## config.mk

```make
export PLATFORM = sky130hd
export DESIGN_NAME = otfr_core
export DESIGN_NICKNAME = d
export VERILOG_FILES = /design/src/core/otfr_pkg.sv /design/src/core/otfr_core.sv /design/src/core/otfr_timer.sv
export SDC_FILE = /design/constraint.sdc
export NUM_CORES = 1
export LEC_CHECK = 0
export BUFFER_PORTS_ARGS = -buffer_cell sky130_fd_sc_hd__buf_2
export CAP_MARGIN = 10
export CORE_UTILIZATION = 60
export CTS_BUF_LIST = sky130_fd_sc_hd__clkbuf_4
export CTS_CLUSTER_SIZE = 16
export DETAILED_ROUTE_END_ITERATION = 6
export PLACE_DENSITY_LB_ADDON = 0.12
export RECOVER_POWER = 100
export SYNTH_ARGS = -nofsm -noshare
export SYNTH_HDL_FRONTEND = slang
export SYNTH_HIERARCHICAL = 1
export SYNTH_SLANG_ARGS = --single-unit
```

## constraint.sdc

```tcl
create_clock -name core_clk_i -period 2.4 [get_ports core_clk_i]
set_clock_uncertainty 0.1 [all_clocks]
set_input_delay 0.48 -clock core_clk_i [delete_from_list [all_inputs] [get_ports core_clk_i]]
set_output_delay 0.48 -clock core_clk_i [all_outputs]
set_load 0.005 [all_outputs]
```

## src/core/otfr_pkg.sv

```systemverilog
// Purpose: shared constants and carriers for the over-temperature reaction block
// Assumes: one 250 MHz clock; temperatures are whole degrees C, unsigned 8 bit
// Notes: config reset value stands in for a non-volatile default
package otfr_pkg;
  // ----------------------------------------------------------------
  // command codes and register layout
  // ----------------------------------------------------------------
  localparam logic [7:0] CMD_REACTION_CFG = 8'h50; // reaction byte
  localparam logic [7:0] CMD_CLEAR_FAULTS = 8'h03; // clears sticky status
  localparam logic [7:0] CFG_RST = 8'h80; // immediate shutdown, latch off
  localparam int SEL_MSB = 7; // reaction_select 7:6
  localparam int SEL_LSB = 6;
  localparam int POL_MSB = 5; // restart_policy 5:3
  localparam int POL_LSB = 3;
  localparam int DLY_MSB = 2; // shutdown_hiccup_delay 2:0
  localparam int DLY_LSB = 0;
  localparam logic [1:0] BYTE_LEN = 2'h1; // legal data length of a write
  // ----------------------------------------------------------------
  // reaction and policy codes
  // ----------------------------------------------------------------
  localparam logic [1:0] SEL_IGNORE = 2'h0;
  localparam logic [1:0] SEL_DELAYED = 2'h1;
  localparam logic [1:0] SEL_IMMEDIATE = 2'h2;
  localparam logic [1:0] SEL_UNTIL_COOL = 2'h3;
  localparam logic [2:0] POL_LATCH = 3'h0;
  localparam logic [2:0] POL_ENDLESS = 3'h7;
  // ----------------------------------------------------------------
  // temperature and timing
  // ----------------------------------------------------------------
  localparam logic [7:0] WARN_DISABLED_C = 8'hFF; // 255 C turns warning off
  localparam logic [7:0] DEFAULT_HYST_C = 8'h14; // 20 C fallback hysteresis
  localparam int CLK_PERIOD_NS = 4;
  localparam int DELAY_STEP_MS = 10; // shutdown delay step
  localparam int DELAY_STEP_CYC = DELAY_STEP_MS * 1000000 / CLK_PERIOD_NS;
  // ----------------------------------------------------------------
  // carriers
  // ----------------------------------------------------------------
  typedef struct packed {
    logic valid; // one-cycle command strobe
    logic write; // 1 write, 0 read
    logic [7:0] code; // command code
    logic [1:0] len; // data bytes carried by a write
    logic [7:0] data; // write data
  } otfr_cmd_t;
  typedef struct packed {
    logic valid; // new sample strobe
    logic [7:0] temp; // die temperature, C
  } otfr_sample_t;
  typedef struct packed {
    logic temp_summary; // summary bit of the status byte
    logic thermal_fault_flag; // fault bit of temperature status
    logic cml_invalid_data; // invalid data bit of comms status
  } otfr_status_t;
  typedef enum logic [6:0] {
    ST_OFF = 7'h01,
    ST_START = 7'h02,
    ST_RUN = 7'h04,
    ST_DELAY = 7'h08,
    ST_COOL = 7'h10,
    ST_HICCUP = 7'h20,
    ST_LATCH = 7'h40
  } otfr_state_t;
endpackage

```

## src/core/otfr_core.sv

```systemverilog
// Purpose: over-temperature reaction controller with status and host notice
// Assumes: command port carries decoded bus transactions; samples are synchronous
// Notes: output stage enable and all status come straight from flip-flops
`timescale 1ns/100ps
module otfr_core import otfr_pkg::*; #(
  parameter int STEP_CYC = DELAY_STEP_CYC // cycles in one 10 ms step
) (
  // clock and reset
  input wire logic core_clk_i,
  input wire logic rst_n_i,
  // command port
  input wire otfr_cmd_t cmd_i,
  output logic rd_valid_o,
  output logic [7:0] rd_data_o,
  // telemetry and limits
  input wire otfr_sample_t sample_i,
  input wire logic [7:0] fault_limit_i,
  input wire logic [7:0] warn_limit_i,
  input wire logic [23:0] rise_time_cyc_i,
  // power stage
  input wire logic enable_i,
  input wire logic startup_done_i,
  output logic power_stage_en_o,
  // status and notice
  output otfr_status_t status_o,
  output logic alert_n_o
);
  // ----------------------------------------------------------------
  // reset release
  // ----------------------------------------------------------------
  logic rst_meta_r, rst_sync_r; // two-stage release of the async reset
  always_ff @(posedge core_clk_i or negedge rst_n_i) begin
    if (!rst_n_i) begin
      rst_meta_r <= 1'b0;
      rst_sync_r <= 1'b0;
    end else begin
      rst_meta_r <= 1'b1;
      rst_sync_r <= rst_meta_r;
    end
  end

  logic [7:0] cfg_r, cfg_nxt; // reaction byte
  logic rd_valid_r, rd_valid_nxt;
  logic [7:0] rd_data_r, rd_data_nxt;
  otfr_status_t stat_r, stat_nxt; // sticky status
  logic alert_n_r, alert_n_nxt;
  logic fault_act_r, fault_act_nxt; // fault condition held
  otfr_state_t state_r, state_nxt;
  logic [2:0] tries_r, tries_nxt; // restart attempts made
  logic out_en_r, out_en_nxt;
  logic tmr_start; // load the shared timer
  logic [23:0] tmr_len;
  logic [2:0] tmr_units;
  logic tmr_done;
  logic [1:0] sel;
  logic [2:0] pol, dly;
  logic cfg_hit, clr_hit, bad_wr;
  logic [7:0] rel_thr; // release threshold
  logic fault_evt, rel_evt;
  logic [2:0] hic_units;

  assign sel = cfg_r[SEL_MSB:SEL_LSB];
  assign pol = cfg_r[POL_MSB:POL_LSB];
  assign dly = cfg_r[DLY_MSB:DLY_LSB];
  assign hic_units = (dly == 3'h0) ? 3'h1 : dly;

  // ----------------------------------------------------------------
  // command decode and reaction byte
  // ----------------------------------------------------------------
  // a reaction byte write that carries anything but one data byte is unsupported data
  always_comb begin
    cfg_hit = cmd_i.valid && (cmd_i.code == CMD_REACTION_CFG);
    clr_hit = cmd_i.valid && cmd_i.write && (cmd_i.code == CMD_CLEAR_FAULTS);
    bad_wr = cfg_hit && cmd_i.write && (cmd_i.len != BYTE_LEN);
    cfg_nxt = cfg_r;
    rd_valid_nxt = 1'b0;
    rd_data_nxt = rd_data_r;
    if (cfg_hit && cmd_i.write && !bad_wr) begin
      cfg_nxt = cmd_i.data;
    end else if (cfg_hit && !cmd_i.write) begin
      rd_valid_nxt = 1'b1;
      rd_data_nxt = cfg_r;
    end
  end

  always_ff @(posedge core_clk_i or negedge rst_sync_r) begin
    if (!rst_sync_r) begin
      cfg_r <= CFG_RST;
      rd_valid_r <= 1'b0;
      rd_data_r <= 8'h00;
    end else begin
      cfg_r <= cfg_nxt;
      rd_valid_r <= rd_valid_nxt;
      rd_data_r <= rd_data_nxt;
    end
  end

  // ----------------------------------------------------------------
  // fault detection and release
  // ----------------------------------------------------------------
  // fault is edge-like: one event per excursion, held until release or a clear during cool-down
  always_comb begin
    if ((warn_limit_i > fault_limit_i) || (warn_limit_i == WARN_DISABLED_C)) begin
      // saturate so a low limit cannot wrap the threshold
      rel_thr = (fault_limit_i > DEFAULT_HYST_C) ?
        fault_limit_i - DEFAULT_HYST_C : 8'h00;
    end else begin
      rel_thr = warn_limit_i;
    end
    fault_evt = sample_i.valid && !fault_act_r &&
      (sample_i.temp >= fault_limit_i);
    rel_evt = sample_i.valid && fault_act_r && (sample_i.temp < rel_thr);
    fault_act_nxt = fault_act_r;
    if (fault_evt) begin
      fault_act_nxt = 1'b1;
    end else if (rel_evt) begin
      fault_act_nxt = 1'b0;
    end else if (clr_hit && state_r == ST_COOL) begin
      // dropping the held fault here strands the cool-down wait until the
      // next excursion or a disable, as the hardware is known to do
      fault_act_nxt = 1'b0;
    end
  end

  // ----------------------------------------------------------------
  // sticky status and alert
  // ----------------------------------------------------------------
  // sets win over a clear arriving in the same cycle
  always_comb begin
    stat_nxt = stat_r;
    if (clr_hit) begin
      stat_nxt = '0;
    end
    if (fault_evt) begin
      stat_nxt.temp_summary = 1'b1;
      stat_nxt.thermal_fault_flag = 1'b1;
    end
    if (bad_wr) begin
      stat_nxt.cml_invalid_data = 1'b1;
    end
    alert_n_nxt = !(|stat_nxt);
  end

  always_ff @(posedge core_clk_i or negedge rst_sync_r) begin
    if (!rst_sync_r) begin
      stat_r <= '0;
      alert_n_r <= 1'b1;
      fault_act_r <= 1'b0;
    end else begin
      stat_r <= stat_nxt;
      alert_n_r <= alert_n_nxt;
      fault_act_r <= fault_act_nxt;
    end
  end

  // ----------------------------------------------------------------
  // reaction state machine
  // ----------------------------------------------------------------
  always_comb begin
    state_nxt = state_r;
    tries_nxt = tries_r;
    tmr_start = 1'b0;
    tmr_len = rise_time_cyc_i;
    tmr_units = hic_units;
    case (state_r)
      ST_OFF: begin
        tries_nxt = 3'h0;
        if (enable_i && !fault_act_r) begin
          state_nxt = ST_START;
        end
      end
      ST_START, ST_RUN: begin
        if (state_r == ST_START && startup_done_i) begin
          state_nxt = ST_RUN;
          tries_nxt = 3'h0;
        end
        if (fault_evt) begin
          case (sel)
            SEL_IGNORE: begin
              state_nxt = state_r;
            end
            SEL_DELAYED: begin
              if (dly == 3'h0) begin
                state_nxt = (pol == POL_LATCH) ? ST_LATCH : ST_HICCUP;
                tmr_start = 1'b1;
              end else begin
                state_nxt = ST_DELAY;
                tmr_start = 1'b1;
                tmr_len = STEP_CYC[23:0];
                tmr_units = dly;
              end
            end
            SEL_IMMEDIATE: begin
              state_nxt = (pol == POL_LATCH) ? ST_LATCH : ST_HICCUP;
              tmr_start = 1'b1;
            end
            default: begin
              state_nxt = ST_COOL;
            end
          endcase
        end
      end
      ST_DELAY: begin
        if (tmr_done) begin
          if (fault_act_r) begin
            state_nxt = (pol == POL_LATCH) ? ST_LATCH : ST_HICCUP;
            tmr_start = 1'b1;
          end else begin
            state_nxt = ST_RUN;
          end
        end
      end
      ST_COOL: begin
        if (rel_evt) begin
          state_nxt = (pol == POL_LATCH) ? ST_LATCH : ST_HICCUP;
          tmr_start = 1'b1;
        end
      end
      ST_HICCUP: begin
        if (tmr_done) begin
          if (pol != POL_ENDLESS) begin
            tries_nxt = tries_r + 3'h1;
          end
          if (!fault_act_r) begin
            state_nxt = ST_START;
          end else if (pol != POL_ENDLESS && tries_nxt >= pol) begin
            state_nxt = ST_LATCH;
          end else begin
            tmr_start = 1'b1;
          end
        end
      end
      default: begin
        state_nxt = ST_LATCH;
      end
    endcase
    // a failed visible attempt that reaches the limit latches off
    if (state_nxt == ST_HICCUP && pol != POL_ENDLESS && tries_r >= pol &&
        state_r != ST_HICCUP) begin
      state_nxt = ST_LATCH;
    end
    if (!enable_i) begin
      state_nxt = ST_OFF; // commanded off leaves every state
    end
    out_en_nxt = (state_nxt == ST_START) || (state_nxt == ST_RUN) ||
      (state_nxt == ST_DELAY);
  end

  always_ff @(posedge core_clk_i or negedge rst_sync_r) begin
    if (!rst_sync_r) begin
      state_r <= ST_OFF;
      tries_r <= 3'h0;
      out_en_r <= 1'b0;
    end else begin
      state_r <= state_nxt;
      tries_r <= tries_nxt;
      out_en_r <= out_en_nxt;
    end
  end

  // one timer serves both the shutdown delay and the hiccup wait
  otfr_timer otfr_timer_i (
    .clk_i(core_clk_i),
    .rst_n_i(rst_sync_r),
    .start_i(tmr_start),
    .unit_len_i(tmr_len),
    .units_i(tmr_units),
    .done_o(tmr_done)
  );

  assign rd_valid_o = rd_valid_r;
  assign rd_data_o = rd_data_r;
  assign power_stage_en_o = out_en_r;
  assign status_o = stat_r;
  assign alert_n_o = alert_n_r;
endmodule

```

## src/core/otfr_timer.sv

```systemverilog
// Purpose: down counter of whole units, each unit a programmable number of cycles
// Assumes: start reloads even while running
// Notes: zero units run as one unit; zero unit length makes each unit one cycle
`timescale 1ns/100ps
module otfr_timer import otfr_pkg::*; (
  // clock and reset
  input wire logic clk_i,
  input wire logic rst_n_i,
  // control
  input wire logic start_i,
  input wire logic [23:0] unit_len_i,
  input wire logic [2:0] units_i,
  // result
  output logic done_o
);
  logic [23:0] cyc_r, cyc_nxt; // cycles left in the unit
  logic [2:0] units_r, units_nxt; // units left
  logic run_r, run_nxt;
  logic done_r, done_nxt;
  logic [23:0] last_cyc; // reload value, guarded against zero

  // ----------------------------------------------------------------
  // next state
  // ----------------------------------------------------------------
  always_comb begin
    last_cyc = (unit_len_i == 24'h0) ? 24'h0 : unit_len_i - 24'h1;
    cyc_nxt = cyc_r;
    units_nxt = units_r;
    run_nxt = run_r;
    done_nxt = 1'b0;
    if (start_i) begin
      cyc_nxt = last_cyc;
      units_nxt = units_i;
      run_nxt = 1'b1;
    end else if (run_r) begin
      if (cyc_r != 24'h0) begin
        cyc_nxt = cyc_r - 24'h1;
      end else if (units_r <= 3'h1) begin
        run_nxt = 1'b0; // last unit spent
        done_nxt = 1'b1;
      end else begin
        units_nxt = units_r - 3'h1;
        cyc_nxt = last_cyc;
      end
    end
  end

  always_ff @(posedge clk_i or negedge rst_n_i) begin
    if (!rst_n_i) begin
      cyc_r <= 24'h0;
      units_r <= 3'h0;
      run_r <= 1'b0;
      done_r <= 1'b0;
    end else begin
      cyc_r <= cyc_nxt;
      units_r <= units_nxt;
      run_r <= run_nxt;
      done_r <= done_nxt;
    end
  end

  assign done_o = done_r;
endmodule

```

# Yosys cells after proc, flatten, opt, wreduce, memory -nomap -nowiden
# Index checks and enable logic that the tools add are counted.
word_totals:
  register_bits: 64
  latchBits: 0
  ram_bits: 0
  romBits: 0
  in_bits: 73
  output_inout_bits: 14
  word_cells: 159
  memories: 0
op_classes:
  addsub: 5
  n_mul: 0
  n_div: 0
  n_lt_le_gt_ge: 7
  eq_ne: 23
  shifts: 0
  mux: 66
  bitwise_logic: 1
  reduce_logical: 40
op_table:
  columns: ["operator", "n"]
  rows:
  - ["$mux W24", 9]
  - ["$mux W7", 13]
  - ["$sub A24 B1 Y24 const B", 2]
  - ["$mux W3", 15]
  - ["$pmux W7 S5", 1]
  - ["$logic_not A24 Y1", 1]
  - ["$reduce_bool A24 Y1", 1]
  - ["$mux W1", 22]
  - ["$pmux W7 S3", 1]
  - ["$logic_and A1 B1 Y1", 18]
  - ["$mux W8", 2]
  - ["$eq A7 B2 Y1 const B", 2]
  - ["$eq A7 B3 Y1 const B", 2]
  - ["$eq A7 B4 Y1 const B", 2]
  - ["$eq A7 B6 Y1 const B", 2]
  - ["$pmux W3 S3", 1]
  - ["$eq A8 B2 Y1 const B", 1]
  - ["$eq A8 B7 Y1 const B", 1]
  - ["$eq A8 B8 Y1 const B", 1]
  - ["$ge A8 B8 Y1", 1]
  - ["$gt A8 B5 Y1 const B", 1]
  - ["$gt A8 B8 Y1", 1]
  - ["$lt A8 B8 Y1", 1]
  - ["$ne A2 B1 Y1 const B", 4]
  - ["other kinds (26)", 37]

# Longest topological paths before layout
# Gate-level depths: netlist (run 1).
depth:
  ltp_word: 19
  ltp_mapped: 28
  ltp_nobuf: 25

# Hierarchy
# The synthesis (run 1) kept the hierarchy.
by_module_without_submodules:
  columns: ["mod", "instances", "cells_per_inst", "area_each_um2"]
  rows:
  - ["otfr_core", 1, 380, 3123.0]
  - ["otfr_timer", 1, 290, 2366.0]

# Worst setup path before layout (run 1)
# No wires, ideal clock.
synth_path:
  path_type: "input to register"
  start: "in fault_limit_i[1]"
  end: "reg otfr_timer_i.cyc_r[0]"
  setup_ns: 0.124
  arrival_ns: 4.942
  path_slack_ns: -2.766
  stages: 26
  cell_sequence: "inv_1 > ha_1 > nor2b_1 > o211ai_1 > a21oi_1 > o32a_1 > nor2_1 > clkbuf_1 > a21oi_1 > ha_1 > a21o_1 > a21oi_1 > o21ai_1 > a2111oi_0 > a21bo_2 > nand2_1 > nand2_1 > nand2_1 > clkbuf_1 > nor2_1 > o21ai_0 > nor3_1 > or2_2 > clkbuf_1 > buf_2 > a211o_1"
synth_via:
  word_cells_on_any_way: 25
synth_lines:
  columns: ["item", "line", "source"]
  rows:
  - ["from (decl)", "otfr_core.sv:17", "input wire logic [7:0] fault_limit_i,"]
  - ["$sub A8 B5 Y8, or another cell as far along", "otfr_core.sv:106", "fault_limit_i - DEFAULT_HYST_C : 8'h00;"]
  - ["$mux W8 / $logic_or A1 B1 Y1 (equally long branches)", "otfr_core.sv:105, otfr_core.sv:103", null]
  - ["$mux W8", "otfr_core.sv:103", "if ((warn_limit_i > fault_limit_i) || (warn_limit_i == WARN_DISABLED_C)) begin"]
  - ["$lt A8 B8 Y1", "otfr_core.sv:112", "rel_evt = sample_i.valid && fault_act_r && (sample_i.temp < rel_thr);"]
  - ["$logic_and A1 B1 Y1", "otfr_core.sv:112", null]
  - ["$mux W1", "otfr_core.sv:214", "if (rel_evt) begin"]
  - ["$pmux W1 S4 (*)", "otfr_core.sv:165", "case (state_r)"]
  - ["net tmr_start", "otfr_core.sv:51", "logic tmr_start;"]
  - ["$ne A3 B1 Y1 (no source line) / $reduce_bool A2 Y1 (equally long branches)", null, null]
  - ["$reduce_and A2 Y1 (no source line)", null, null]
  - ["to (signal assigned)", "otfr_timer.sv:55", "cyc_r <= cyc_nxt;"]
  - ["to (decl)", "otfr_timer.sv:16", "logic [23:0] cyc_r, cyc_nxt;"]
# The timed path passes the listed nets; every way through them passes the cells marked *. The select of a mux whose other input is x is not followed.
# A chain may end at the register's enable or synchronous reset.

# Worst setup path in the final report (run 1)
layout_path:
  start: "in fault_limit_i[1]"
  end: "reg otfr_timer_i.cyc_r[3]"
# The elaborated chain is that of the path after synthesis.

==> results of run 1 <==
path summary, 6_finish.rpt:
| check | from | to | slack (ps) |
|---|---|---|---|
| setup / recovery | fault_limit_i[1] | otfr_timer_i/cyc_r[3] | -2010 |
| hold / removal | cmd_i[4] | cfg_r[4] | 150 |
| setup reg to reg | state_r[4] | otfr_timer_i/cyc_r[8] | -1340 |
| hold reg to reg | rst_meta_r | rst_sync_r | 280 |
| max in group asynchronous | rst_sync_r | state_r[5] | 240 |
| min in group asynchronous | rst_n_i | rst_meta_r | 260 |
kinds of logic after synthesis:
kind of cell,Yosys count,share of synthesized area
AO/OA/AOI/OAI,162,0.189
XOR/XNOR,26,0.0415
adder cells (fa/ha/maj),42,0.0957
buffers and inverters,58,0.0456
flip-flops,64,0.292
multiplexers,14,0.0278
other,1,0.000683
AND/OR/NAND/NOR,303,0.307
flip-flops by register name, summed over array words and instances (netlist names):
name / count
alert_n_o: 1
cfg_r: 8
fault_act_r: 1
otfr_timer_i/cyc_r: 24
otfr_timer_i/done_o: 1
otfr_timer_i/run_r: 1
otfr_timer_i/units_r: 3
power_stage_en_o: 1
rd_data_o: 8
rd_valid_o: 1
rst_meta_r: 1
rst_sync_r: 1
state_r: 7
status_o: 3
tries_r: 3
final cells by class:
class / instances / area, um2 / area share
well taps: 108 / 135 / 0.0167
inverters: 31 / 141 / 0.0175
clock buffers: 9 / 67.6 / 0.00835
flip-flops and latches: 64 / 1610 / 0.198
multi-input cells: 549 / 4070 / 0.503
clock inverters: 7 / 70.1 / 0.00866
repair buffers: 285 / 2000 / 0.248
power by group:
part	internal, uW	switching (uW)	leakage (uW)	total [uW]
logic	489	559	0.00279	1050
registers	1110	45.0	0.000797	1160
clock network	315	500	0.0000660	815
layer usage:
layer | vias up | GRT usage | wire length, um
met5 | - | 0 | 12
met4 | 2 | 0.270 | 2520
met3 | 304 | 0.0705 | 2390
met2 | 714 | 0.742 | 11100
met1 | 3320 | 0.422 | 7670
li1 | 2991 | - | -
repair_timing:
action | in CTS | in global routing
endpoints found under the setup margin | 34 | 37
gates resized for setup | 62 | 52
pin swaps | 37 | 22
setup buffers | 15 | 15
gates cloned | 1 | 0
hold buffers | 1 | 0
hold endpoints to repair | 2 | 0
cell usage after synthesis (all sizes together), types with 5 or more instances:
master,count
xnor2,18
o21ai,48
o22ai,8
ha,42
nand2,63
nand2b,9
a21oi,38
or4,9
nand4,14
or3,15
nor2,56
clkbuf,15
or2,12
a211oi,5
inv,31
a31oi,10
xor2,8
nor3,35
buf,12
nor2b,31
o211ai,13
nor4,13
mux2,10
dfrtp,61
and3,5
nand3,21
worst max-delay path, delay by kind of cell:
family                   cells  cell delay, ps
adder cells (fa/ha/maj)      2             540
buffers and inverters        7             780
AO/OA/AOI/OAI               10            1950
AND/OR/NAND/NOR              7             910
through the flow:
| stage | util | cell area [um2] |
|---|---|---|
| 3_5_place_dp | 0.826 | 7270 |
| 4_1_cts | 0.883 | 7780 |
| 5_1_grt | 0.918 | 8090 |
| 3_3_place_gp | 0.826 | 7270 |
| 6_report | 0.918 | 8090 |
| 2_1_floorplan | - | 5600 |
cell usage in the layout (no fill, tap or decap), types with 5 or more instances in the layout:
cell and count:
buf_4 173, buf_2 79, dfrtp_1 61, nand2_1 60
nor2_1 50, ha_1 40, nor2b_1 29, inv_1 28
o21ai_0 27, a21oi_1 25, nor3_1 24, nand3_1 20
xnor2_1 18, buf_6 18, nand4_1 14, or3_1 13
o211ai_1 12, o21ai_1 12, or2_2 11, clkbuf_4 11
a21oi_2 9, nand2b_1 9, nor3_2 8, xor2_1 8
a31oi_1 8, clkbuf_1 8, mux2_2 7, nor4_1 7
o21ai_2 7, or4_1 5
==> impl_metrics.prom, run 1 <==
# TYPE chip_impl_metric gauge
chip_impl_metric{name="ys_warn_count",unit=""} 6
chip_impl_metric{name="total_wirelength_of_the_detailed_routed_design",unit="um"} 23700
chip_impl_info{name="start_kind",value="input port"} 1
chip_impl_metric{name="synth_cell_type_count",unit=""} 74
chip_impl_metric{name="drc",unit=""} 4
chip_impl_metric{name="finalWeightedCongestion",unit=""} 0.967
chip_impl_metric{name="cts.clk_slew.worst_paths",unit="ps"} 140
chip_impl_metric{name="power.density",unit="nW/um2"} 373
chip_impl_metric{name="count_of_state_elements_after_synthesis",unit=""} 64
chip_impl_metric{name="ctsLongestPathBuffers",unit=""} 2
chip_impl_metric{name="slew-limit-headroom",unit=""} 0.287
chip_impl_info{name="tritoncts",value="done"} 1
chip_impl_metric{name="num_cts_buffers",unit=""} 9
chip_impl_metric{name="number_of_antenna_violations_at_the_first_check_in_global_routing",unit=""} 1
chip_impl_metric{name="crit_fanout",unit=""} 12
chip_impl_metric{name="worst-endpoint-arrival",unit="ps"} 4670
chip_impl_info{name="yosys_most_used_dff",value="dfrtp_1"} 1
chip_impl_metric{name="boundaryPins",unit=""} 87
chip_impl_metric{name="grt_first_pass_wirelength",unit="um"} 30800
chip_impl_metric{name="async_reset_ff_frac",unit=""} 1.00
chip_impl_metric{name="setup_total_negative_slack",unit="ps"} -61610
chip_impl_metric{name="final-max-slew-violation-count",unit=""} 0
chip_impl_info{name="crit_path_top_delay_cell",value="o32a_1"} 1
chip_impl_metric{name="timing_hold_violations_final",unit=""} 0
chip_impl_metric{name="finalPower",unit="uW"} 3020
chip_impl_metric{name="synthToLayoutAreaGrowth",unit="%"} 47.3
chip_impl_info{name="violations_in_the_final_reports",value="DRC, setup timing"} 1
chip_impl_metric{name="drt_first_pass_iters",unit=""} 7
chip_impl_metric{name="cellLeakagePower",unit="uW"} 0.00366
chip_impl_metric{name="layout.filler_cells",unit=""} 340
chip_impl_metric{name="total_die_area",unit="um2"} 9530
chip_impl_metric{name="core-area",unit="um2"} 8810
chip_impl_metric{name="synth_sequential_area_ratio",unit=""} 0.292
chip_impl_metric{name="max_slew.worst_pin.slew",unit="ps"} 1070
chip_impl_metric{name="fraction_of_final_layout_cells_sized_beyond_drive_strength_1",unit=""} 0.421
chip_impl_metric{name="gr-usage-all-layers",unit=""} 0.405
chip_impl_info{name="ranking_of_synthesized_cells_by_area",value="dfrtp_1 28%, ha_1 9.6%, nand2_1 4.3%, o21ai_0 4.2%, nor2_1 3.8%"} 1
chip_impl_metric{name="worst_path_largest_cell_delay",unit="ps"} 420
chip_impl_metric{name="route.detailed.vias_per_inst",unit=""} 6.96
chip_impl_metric{name="timing.hold.worst_path_depth",unit=""} 2
chip_impl_metric{name="pre_cts_ws",unit="ps"} -2560
chip_impl_info{name="netlist.top_cell.by_area",value="dfrtp_1"} 1
chip_impl_metric{name="initial_drc_count",unit=""} 831
chip_impl_metric{name="grt_start_max_net_pins",unit=""} 40
chip_impl_metric{name="synth_top_area_frac",unit=""} 0.278
chip_impl_info{name="status",value="complete, but fails checks"} 1
chip_impl_metric{name="worst-endpoint-required",unit="ps"} 2660
chip_impl_metric{name="dp.cells",unit=""} 1006
chip_impl_metric{name="number_of_levels_the_h_tree_was_split_into",unit=""} 3
chip_impl_metric{name="synth.net_count",unit=""} 785
chip_impl_metric{name="timing.final.crit_share",unit=""} 1.84
chip_impl_metric{name="clkSinkCount",unit=""} 64
chip_impl_info{name="clock-root-buffer",value="clkbuf_4"} 1
chip_impl_info{name="end_kind",value="flop"} 1
chip_impl_metric{name="period_minus_slack",unit="ps"} 4410
chip_impl_metric{name="clock_insertion_delay_worst_skew",unit="ps"} 450
chip_impl_metric{name="starting_density_of_the_core",unit=""} 0.623
chip_impl_metric{name="routed_wire_length_per_instance",unit="um"} 22.5
chip_impl_metric{name="first_global_vias",unit=""} 6887
chip_impl_metric{name="placement.io_buffers",unit=""} 86
chip_impl_metric{name="fp.dieH",unit="um"} 97.6
chip_impl_metric{name="cap_viol_max_count",unit=""} 0
chip_impl_metric{name="vdd.ir_drop.worst",unit="mV"} 0.293
chip_impl_metric{name="detailedPlacementHpwl",unit="um"} 13600
chip_impl_metric{name="routed-via-count",unit=""} 7331
chip_impl_metric{name="width_of_the_chip",unit="um"} 97.6
chip_impl_info{name="holdCritPathClass",value="input port to flop"} 1
chip_impl_metric{name="n_antenna_cell",unit=""} 0
chip_impl_metric{name="rows",unit=""} 34
chip_impl_metric{name="final-instance-count-excl-fill",unit=""} 1053
chip_impl_metric{name="holdWs",unit="ps"} 149
chip_impl_metric{name="syn_inst",unit=""} 670
chip_impl_metric{name="netlist_area",unit="um2"} 5490
chip_impl_metric{name="avgSynthCellArea",unit="um2"} 8.19
chip_impl_metric{name="layout_setup_ws",unit="ps"} -2010
chip_impl_metric{name="timing.fmax",unit="GHz"} 0.227
chip_impl_metric{name="antenna_violating_nets_post_route",unit=""} 0
chip_impl_metric{name="synth-edff-count",unit=""} 0
chip_impl_info{name="critPathMostFrequentCell",value="buf_6"} 1
chip_impl_metric{name="rr_worst_depth",unit=""} 12
chip_impl_metric{name="setup-violations-final",unit=""} 35
chip_impl_metric{name="net_count_final",unit=""} 1055
chip_impl_info{name="worstSetupPathType",value="input port to flop"} 1
chip_impl_metric{name="grt_overflow_total",unit=""} 0
chip_impl_info{name="rsz0062_at_grt",value="yes"} 1
(Power assumes the default switching activity.)
==> run 2, diff against run 1 <==
--- a/config.mk
+++ b/config.mk
@@ -7,8 +7,8 @@
 export LEC_CHECK = 0
 export BUFFER_PORTS_ARGS = -buffer_cell sky130_fd_sc_hd__buf_2
 export CAP_MARGIN = 10
-export CORE_UTILIZATION = 60
-export CTS_BUF_LIST = sky130_fd_sc_hd__clkbuf_4
+export CORE_MARGIN = 2
+export CORE_UTILIZATION = 58
 export CTS_CLUSTER_SIZE = 16
 export DETAILED_ROUTE_END_ITERATION = 6
 export PLACE_DENSITY_LB_ADDON = 0.12
==> run 2 against run 1 <==
  * The flow finishes with violations (setup timing)
  * Die area is 7.6% higher
  * Setup slack better by 110 ps
  * Sequential power hardly changed
  * Fmax is 2.7% higher
  * Via count is 11% lower
  * Global-route usage is 5.1 points lower
  * Critical path depth stayed put
  * Register-to-register slack better by 180 ps
  * Hold slack better by 110 ps
  * Clock power is 36% higher
==> impl_metrics.prom, run 2 (synthesized netlist as in run 1, its figures left out) <==
# TYPE chip_impl_metric gauge
chip_impl_metric{name="boundaryPins",unit=""} 87
chip_impl_info{name="crit_path_top_delay_cell",value="o32a_1"} 1
chip_impl_metric{name="number_of_antenna_violations_at_the_first_check_in_global_routing",unit=""} 0
chip_impl_metric{name="timing_hold_violations_final",unit=""} 0
chip_impl_metric{name="crit_fanout",unit=""} 6
chip_impl_info{name="largest_register",value="otfr_timer_i/cyc_r"} 1
chip_impl_info{name="layout.cells.most_common",value="buf_4"} 1
chip_impl_metric{name="total_die_area",unit="um2"} 10300
chip_impl_metric{name="final-max-slew-violation-count",unit=""} 0
chip_impl_metric{name="first_global_vias",unit=""} 6420
chip_impl_info{name="worstSetupPathType",value="input port to flop"} 1
chip_impl_metric{name="starting_density_of_the_core",unit=""} 0.597
chip_impl_metric{name="worst-endpoint-required",unit="ps"} 2580
chip_impl_metric{name="ctsLongestPathBuffers",unit=""} 2
chip_impl_metric{name="routed-via-count",unit=""} 6496
chip_impl_metric{name="num_cts_buffers",unit=""} 9
chip_impl_info{name="layout.cells.most_common_list",value="158 x buf_4, 80 x buf_2, 61 x dfrtp_1, 60 x nand2_1, 47 x nor2_1"} 1
chip_impl_metric{name="timing.fmax",unit="GHz"} 0.233
chip_impl_metric{name="cap_viol_max_count",unit=""} 0
chip_impl_metric{name="layout_setup_ws",unit="ps"} -1900
chip_impl_metric{name="grt_start_max_net_pins",unit=""} 33
chip_impl_metric{name="rows",unit=""} 35
chip_impl_metric{name="vdd.ir_drop.worst",unit="mV"} 0.347
chip_impl_metric{name="detailedPlacementHpwl",unit="um"} 12900
chip_impl_info{name="violations_in_the_final_reports",value="setup timing"} 1
chip_impl_metric{name="drt_first_pass_iters",unit=""} 5
chip_impl_info{name="holdCritPathClass",value="input port to flop"} 1
chip_impl_metric{name="synthToLayoutAreaGrowth",unit="%"} 43.8
chip_impl_metric{name="postPlaceCellArea",unit="um2"} 7220
chip_impl_metric{name="width_of_the_chip",unit="um"} 101
chip_impl_metric{name="initial_drc_count",unit=""} 544
chip_impl_metric{name="fraction_of_final_layout_cells_sized_beyond_drive_strength_1",unit=""} 0.397
chip_impl_metric{name="cts.clk_slew.worst_paths",unit="ps"} 90
chip_impl_info{name="rsz0062_at_grt",value="yes"} 1
chip_impl_metric{name="clkSinkCount",unit=""} 64
chip_impl_metric{name="max_slew.worst_pin.slew",unit="ps"} 1300
chip_impl_metric{name="antenna_violating_nets_post_route",unit=""} 0
chip_impl_metric{name="final-instance-count-excl-fill",unit=""} 1035
chip_impl_metric{name="setup-violations-final",unit=""} 34
chip_impl_metric{name="gr-usage-all-layers",unit=""} 0.354
chip_impl_metric{name="placement.io_buffers",unit=""} 86
chip_impl_metric{name="core-area",unit="um2"} 9200
chip_impl_metric{name="design_area_final",unit="um2"} 7890
chip_impl_info{name="clock-root-buffer",value="clkbuf_8"} 1
chip_impl_metric{name="critical_path_buf_inv_count",unit=""} 4
chip_impl_metric{name="fp.dieH",unit="um"} 101
chip_impl_metric{name="largest_register_ffs",unit=""} 24
chip_impl_metric{name="route.detailed.vias_per_inst",unit=""} 6.28
chip_impl_metric{name="drc",unit=""} 0
chip_impl_info{name="start_kind",value="input port"} 1
chip_impl_metric{name="routed_wire_length_per_instance",unit="um"} 18.5
chip_impl_info{name="status",value="complete, but fails checks"} 1
chip_impl_metric{name="pre_cts_ws",unit="ps"} -2470
chip_impl_metric{name="slew-limit-headroom",unit=""} 0.135
chip_impl_info{name="cp_top_family",value="compound AO/OA/AOI/OAI gates"} 1
chip_impl_metric{name="grt_overflow_total",unit=""} 0
chip_impl_metric{name="clock_insertion_delay_worst_skew",unit="ps"} 360
chip_impl_metric{name="worst_path_largest_cell_delay",unit="ps"} 380
chip_impl_metric{name="worst-endpoint-arrival",unit="ps"} 4480
chip_impl_metric{name="cellLeakagePower",unit="uW"} 0.00357
chip_impl_metric{name="power.density",unit="nW/um2"} 409
chip_impl_metric{name="number_of_levels_the_h_tree_was_split_into",unit=""} 3
chip_impl_metric{name="finalWeightedCongestion",unit=""} 0.973
chip_impl_metric{name="timing.final.crit_share",unit=""} 1.79
chip_impl_info{name="end_kind",value="flop"} 1
chip_impl_info{name="tritoncts",value="done"} 1
chip_impl_metric{name="n_antenna_cell",unit=""} 0
chip_impl_metric{name="final_core_util",unit=""} 0.858
chip_impl_metric{name="grt_first_pass_wirelength",unit="um"} 28900
chip_impl_metric{name="dp.cells",unit=""} 1000
chip_impl_metric{name="net_count_final",unit=""} 1034
chip_impl_metric{name="total_wirelength_of_the_detailed_routed_design",unit="um"} 19200
chip_impl_metric{name="period_minus_slack",unit="ps"} 4300
[run 2: stage by stage]
step                setup TNS [ps]  hold slack, ps  total power, uW
floorplan                   -61500            84.4             1650
global placement            -69900             164             1980
detailed placement          -75630             167             2010
CTS                         -54060             246             3150
global route                -65170             256             3340
finish                      -59550             256             3230
[run 2: path summary, 6_finish.rpt]
kind | slack, ps | from | to | cells after the start
max | -1900 | fault_limit_i[1] | otfr_timer_i/cyc_r[15] | 26
max in group asynchronous | 280 | rst_sync_r | state_r[4] | 1
max reg2reg | -1160 | fault_act_r | otfr_timer_i/cyc_r[2] | 11
min in group asynchronous | 370 | rst_n_i | rst_sync_r | 2
min | 260 | cmd_i[5] | cfg_r[5] | 2
min reg2reg | 260 | rst_meta_r | rst_sync_r | 0
[run 2: what timing repair did]
action / in CTS / in global routing
hold buffers: 1 / 0
pin swaps: 31 / 20
endpoints found under the hold margin: 2 / 0
setup buffers: 7 / 9
endpoints found under the setup margin: 34 / 37
gates cloned: 3 / 0
gates resized for setup: 55 / 29
[run 2: power by group]
group	internal, uW	total (uW)	leakage, uW	switching (uW)
sequential	1110	1150	0.000797	42.5
combinational	460	963	0.00266	503
clock	619	1110	0.000117	490
[run 2: metal layers]
layer | share of wire | vias up | global-route usage
met1 | 0.36 | 3060 | 0.390
met2 | 0.52 | 367 | 0.659
met4 | 0.061 | 0 | 0.175
met5 | 0 | - | 0
met3 | 0.061 | 118 | 0.0524
li1 | - | 2951 | -
[run 2: final cells by class]
class | instances | area [um2]
multi-input cells | 551 | 3980
repair buffers | 262 | 1810
fillers | 507 | 1310
flip-flops and latches | 64 | 1610
inverters | 31 | 131
clock buffers | 10 | 138
clock inverters | 6 | 91.3
well taps | 111 | 139
==> run 3, diff against run 2 <==
--- a/config.mk
+++ b/config.mk
@@ -8,7 +8,7 @@
 export BUFFER_PORTS_ARGS = -buffer_cell sky130_fd_sc_hd__buf_2
 export CAP_MARGIN = 10
 export CORE_MARGIN = 2
-export CORE_UTILIZATION = 58
+export CORE_UTILIZATION = 53
 export CTS_CLUSTER_SIZE = 16
 export DETAILED_ROUTE_END_ITERATION = 6
 export PLACE_DENSITY_LB_ADDON = 0.12
==> constraint.sdc (replaced) <==
create_clock -name core_clk_i -period 3.8 [get_ports core_clk_i]
set_clock_uncertainty 0.1 [all_clocks]
set_input_delay 0.76 -clock core_clk_i [delete_from_list [all_inputs] [get_ports core_clk_i]]
set_output_delay 0.76 -clock core_clk_i [all_outputs]
set_load 0.005 [all_outputs]
==> run 3 against run 2 <==
  * The flow finishes with violations (capacitance limit, slew limit, setup timing)
  * Power is 41% lower
  * Core utilization decreased by 11 points
  * Highest routed layer unchanged
  * Largest cell class unchanged
  * Cell count shrank 1.4%
  * Critical path type unchanged
  * Critical endpoint is now otfr_timer_i/cyc_r[20]
==> impl_metrics.prom, run 3 (synthesized netlist as in run 1, its figures left out) <==
# TYPE chip_impl_metric gauge
chip_impl_info{name="status",value="complete, but fails checks"} 1
chip_impl_info{name="violations_in_the_final_reports",value="capacitance limit, slew limit, setup timing"} 1
chip_impl_metric{name="cts-hold-fix-buffers",unit=""} 0
chip_impl_metric{name="n_antenna_cell",unit=""} 0
chip_impl_metric{name="antenna_violating_nets_post_route",unit=""} 0
chip_impl_metric{name="design_area_final",unit="um2"} 7580
chip_impl_metric{name="starting_density_of_the_core",unit=""} 0.539
chip_impl_metric{name="core-area",unit="um2"} 10200
chip_impl_info{name="layout.cells.most_common_list",value="123 x buf_4, 75 x buf_2, 61 x dfrtp_1, 60 x nand2_1, 49 x nor2_1"} 1
chip_impl_info{name="rsz0062_at_grt",value="yes"} 1
chip_impl_metric{name="vdd.ir_drop.worst",unit="mV"} 0.149
chip_impl_info{name="holdCritPathClass",value="input port to asynchronous set/reset pin"} 1
chip_impl_metric{name="grt_overflow_total",unit=""} 0
chip_impl_metric{name="width_of_the_chip",unit="um"} 106
chip_impl_metric{name="cellLeakagePower",unit="uW"} 0.00336
chip_impl_metric{name="cap_viol_max_count",unit=""} 1
chip_impl_metric{name="fraction_of_final_layout_cells_sized_beyond_drive_strength_1",unit=""} 0.369
chip_impl_metric{name="first_global_vias",unit=""} 5876
chip_impl_metric{name="largest_register_ffs",unit=""} 24
chip_impl_metric{name="drt_first_pass_iters",unit=""} 5
chip_impl_metric{name="layout_setup_ws",unit="ps"} -657
chip_impl_metric{name="ctsLongestPathBuffers",unit=""} 2
chip_impl_metric{name="fp.dieH",unit="um"} 106
chip_impl_metric{name="clock_insertion_delay_worst_skew",unit="ps"} 360
chip_impl_metric{name="worst-endpoint-required",unit="ps"} 3960
chip_impl_metric{name="rows",unit=""} 37
chip_impl_metric{name="timing_hold_violations_final",unit=""} 0
chip_impl_metric{name="finalWeightedCongestion",unit=""} 0.959
chip_impl_metric{name="routed-via-count",unit=""} 5923
chip_impl_info{name="clock-root-buffer",value="clkbuf_8"} 1
chip_impl_metric{name="period_minus_slack",unit="ps"} 4460
chip_impl_metric{name="timing.fmax",unit="GHz"} 0.224
chip_impl_metric{name="detailedPlacementHpwl",unit="um"} 12200
chip_impl_metric{name="slew-limit-headroom",unit=""} -0.0729
chip_impl_metric{name="postPlaceCellArea",unit="um2"} 6970
chip_impl_metric{name="drc",unit=""} 0
chip_impl_metric{name="clkSinkCount",unit=""} 64
chip_impl_metric{name="max_slew.worst_pin.slew",unit="ps"} 1610
chip_impl_metric{name="net_count_final",unit=""} 995
chip_impl_metric{name="num_cts_buffers",unit=""} 9
chip_impl_metric{name="cts.clk_slew.worst_paths",unit="ps"} 80
chip_impl_metric{name="initial_drc_count",unit=""} 244
chip_impl_metric{name="total_die_area",unit="um2"} 11200
chip_impl_info{name="layout.cells.most_common",value="buf_4"} 1
chip_impl_metric{name="final-instance-count-excl-fill",unit=""} 1021
chip_impl_metric{name="number_of_levels_the_h_tree_was_split_into",unit=""} 3
chip_impl_metric{name="placement.io_buffers",unit=""} 86
chip_impl_metric{name="final-max-slew-violation-count",unit=""} 39
chip_impl_metric{name="synthToLayoutAreaGrowth",unit="%"} 38.1
chip_impl_info{name="largest_register",value="otfr_timer_i/cyc_r"} 1
chip_impl_info{name="end_kind",value="flop"} 1
chip_impl_metric{name="layout.filler_cells",unit=""} 800
chip_impl_metric{name="power.density",unit="nW/um2"} 252
chip_impl_metric{name="dp.cells",unit=""} 989
chip_impl_metric{name="timing.final.crit_share",unit=""} 1.17
chip_impl_metric{name="setup-violations-final",unit=""} 32
chip_impl_info{name="worstSetupPathType",value="input port to flop"} 1
chip_impl_info{name="tritoncts",value="done"} 1
chip_impl_info{name="start_kind",value="input port"} 1
chip_impl_metric{name="boundaryPins",unit=""} 87
chip_impl_metric{name="route.detailed.vias_per_inst",unit=""} 5.80
chip_impl_metric{name="final_core_util",unit=""} 0.744
chip_impl_metric{name="grt_first_pass_wirelength",unit="um"} 26400
chip_impl_metric{name="grt_start_max_net_pins",unit=""} 39
chip_impl_metric{name="routed_wire_length_per_instance",unit="um"} 15.7
chip_impl_metric{name="total_wirelength_of_the_detailed_routed_design",unit="um"} 16100
chip_impl_metric{name="gr-usage-all-layers",unit=""} 0.291
chip_impl_metric{name="crit_fanout",unit=""} 6
chip_impl_metric{name="number_of_antenna_violations_at_the_first_check_in_global_routing",unit=""} 0
chip_impl_metric{name="worst-endpoint-arrival",unit="ps"} 4620
## run 3: changes by cell type in the layout (fill, tap and decap cells not counted), sizes merged
cell | before | now
dlygate4sd3 | 1 | 0
clkbuf | 20 | 21
bufinv | 2 | 1
clkinvlp | 0 | 2
buf | 251 | 211
## run 3: repair_timing
item | CTS | global route
gates cloned | 3 | 0
gates resized for setup | 54 | 32
setup endpoints to repair | 32 | 33
pin swaps | 27 | 23
setup buffers | 10 | 5
## run 3: layout make-up
cell class / count / area (um2) / area share
Inverter: 31 / 131 / 0.0173
Tap cell: 136 / 170 / 0.0224
Clock buffer: 9 / 124 / 0.0163
Timing Repair Buffer: 223 / 1510 / 0.199
Multi-Input combinational cell: 551 / 3960 / 0.522
Sequential cell: 64 / 1610 / 0.212
Clock inverter: 7 / 80.1 / 0.0106
## run 3: through the flow
stage               total power, uW  setup TNS [ps]  hold WS (ps)  setup WS [ps]
floorplan                      1040          -23660           231           -940
global placement               1240          -33930           240          -1220
detailed placement             1250          -39100           248          -1400
CTS                            1900          -17330          58.3           -658
global route                   2010          -22760          59.7           -864
finish                         1910          -16540          69.6           -657
## run 3: layer usage
metal	share of wire	track usage	vias to the layer above	routed length, um
met4	0.030	0.112	0	478
met3	0.043	0.0439	44	687
li1	-	-	2868	-
met1	0.40	0.336	2831	6480
met2	0.52	0.539	180	8430
met5	0	0	-	0
## run 3: final timing paths
| path | startpoint | end | slack [ps] | cells past startpoint |
|---|---|---|---|---|
| max | fault_limit_i[1] | otfr_timer_i/cyc_r[20] | -660 | 26 |
| min in group core_clk_i | rst_meta_r | rst_sync_r | 260 | 0 |
| min | rst_n_i | rst_sync_r | 70 | 1 |
| max reg2reg | tries_r[0] | otfr_timer_i/cyc_r[21] | 210 | 13 |
| max in group asynchronous | rst_sync_r | otfr_timer_i/cyc_r[3] | 1000 | 1 |
| min reg2reg | rst_meta_r | rst_sync_r | 260 | 0 |
## run 3: critical path, stage by stage
cell and delay (ps):
buf_12 110, inv_12 40, ha_4 180, nor2b_4 120
o211ai_1 200, a21oi_2 80, o32a_1 350, nor2_4 220
nor3_4 60, a21oi_2 120, ha_1 250, a21o_1 200
a21oi_2 180, o21ai_2 70, a2111oi_2 230, a21bo_2 280
nand2_2 70, nand2_2 60, nand2_4 100, nor2_4 50
o21ai_4 70, nor3_4 80, or3_4 350, buf_6 140
nand2b_4 130, o211ai_1 100
## run 3: report_power, final
| part | switching [uW] | internal [uW] |
|---|---|---|
| Combinational | 285 | 276 |
| Sequential | 29.7 | 702 |
| Clock | 307 | 308 |
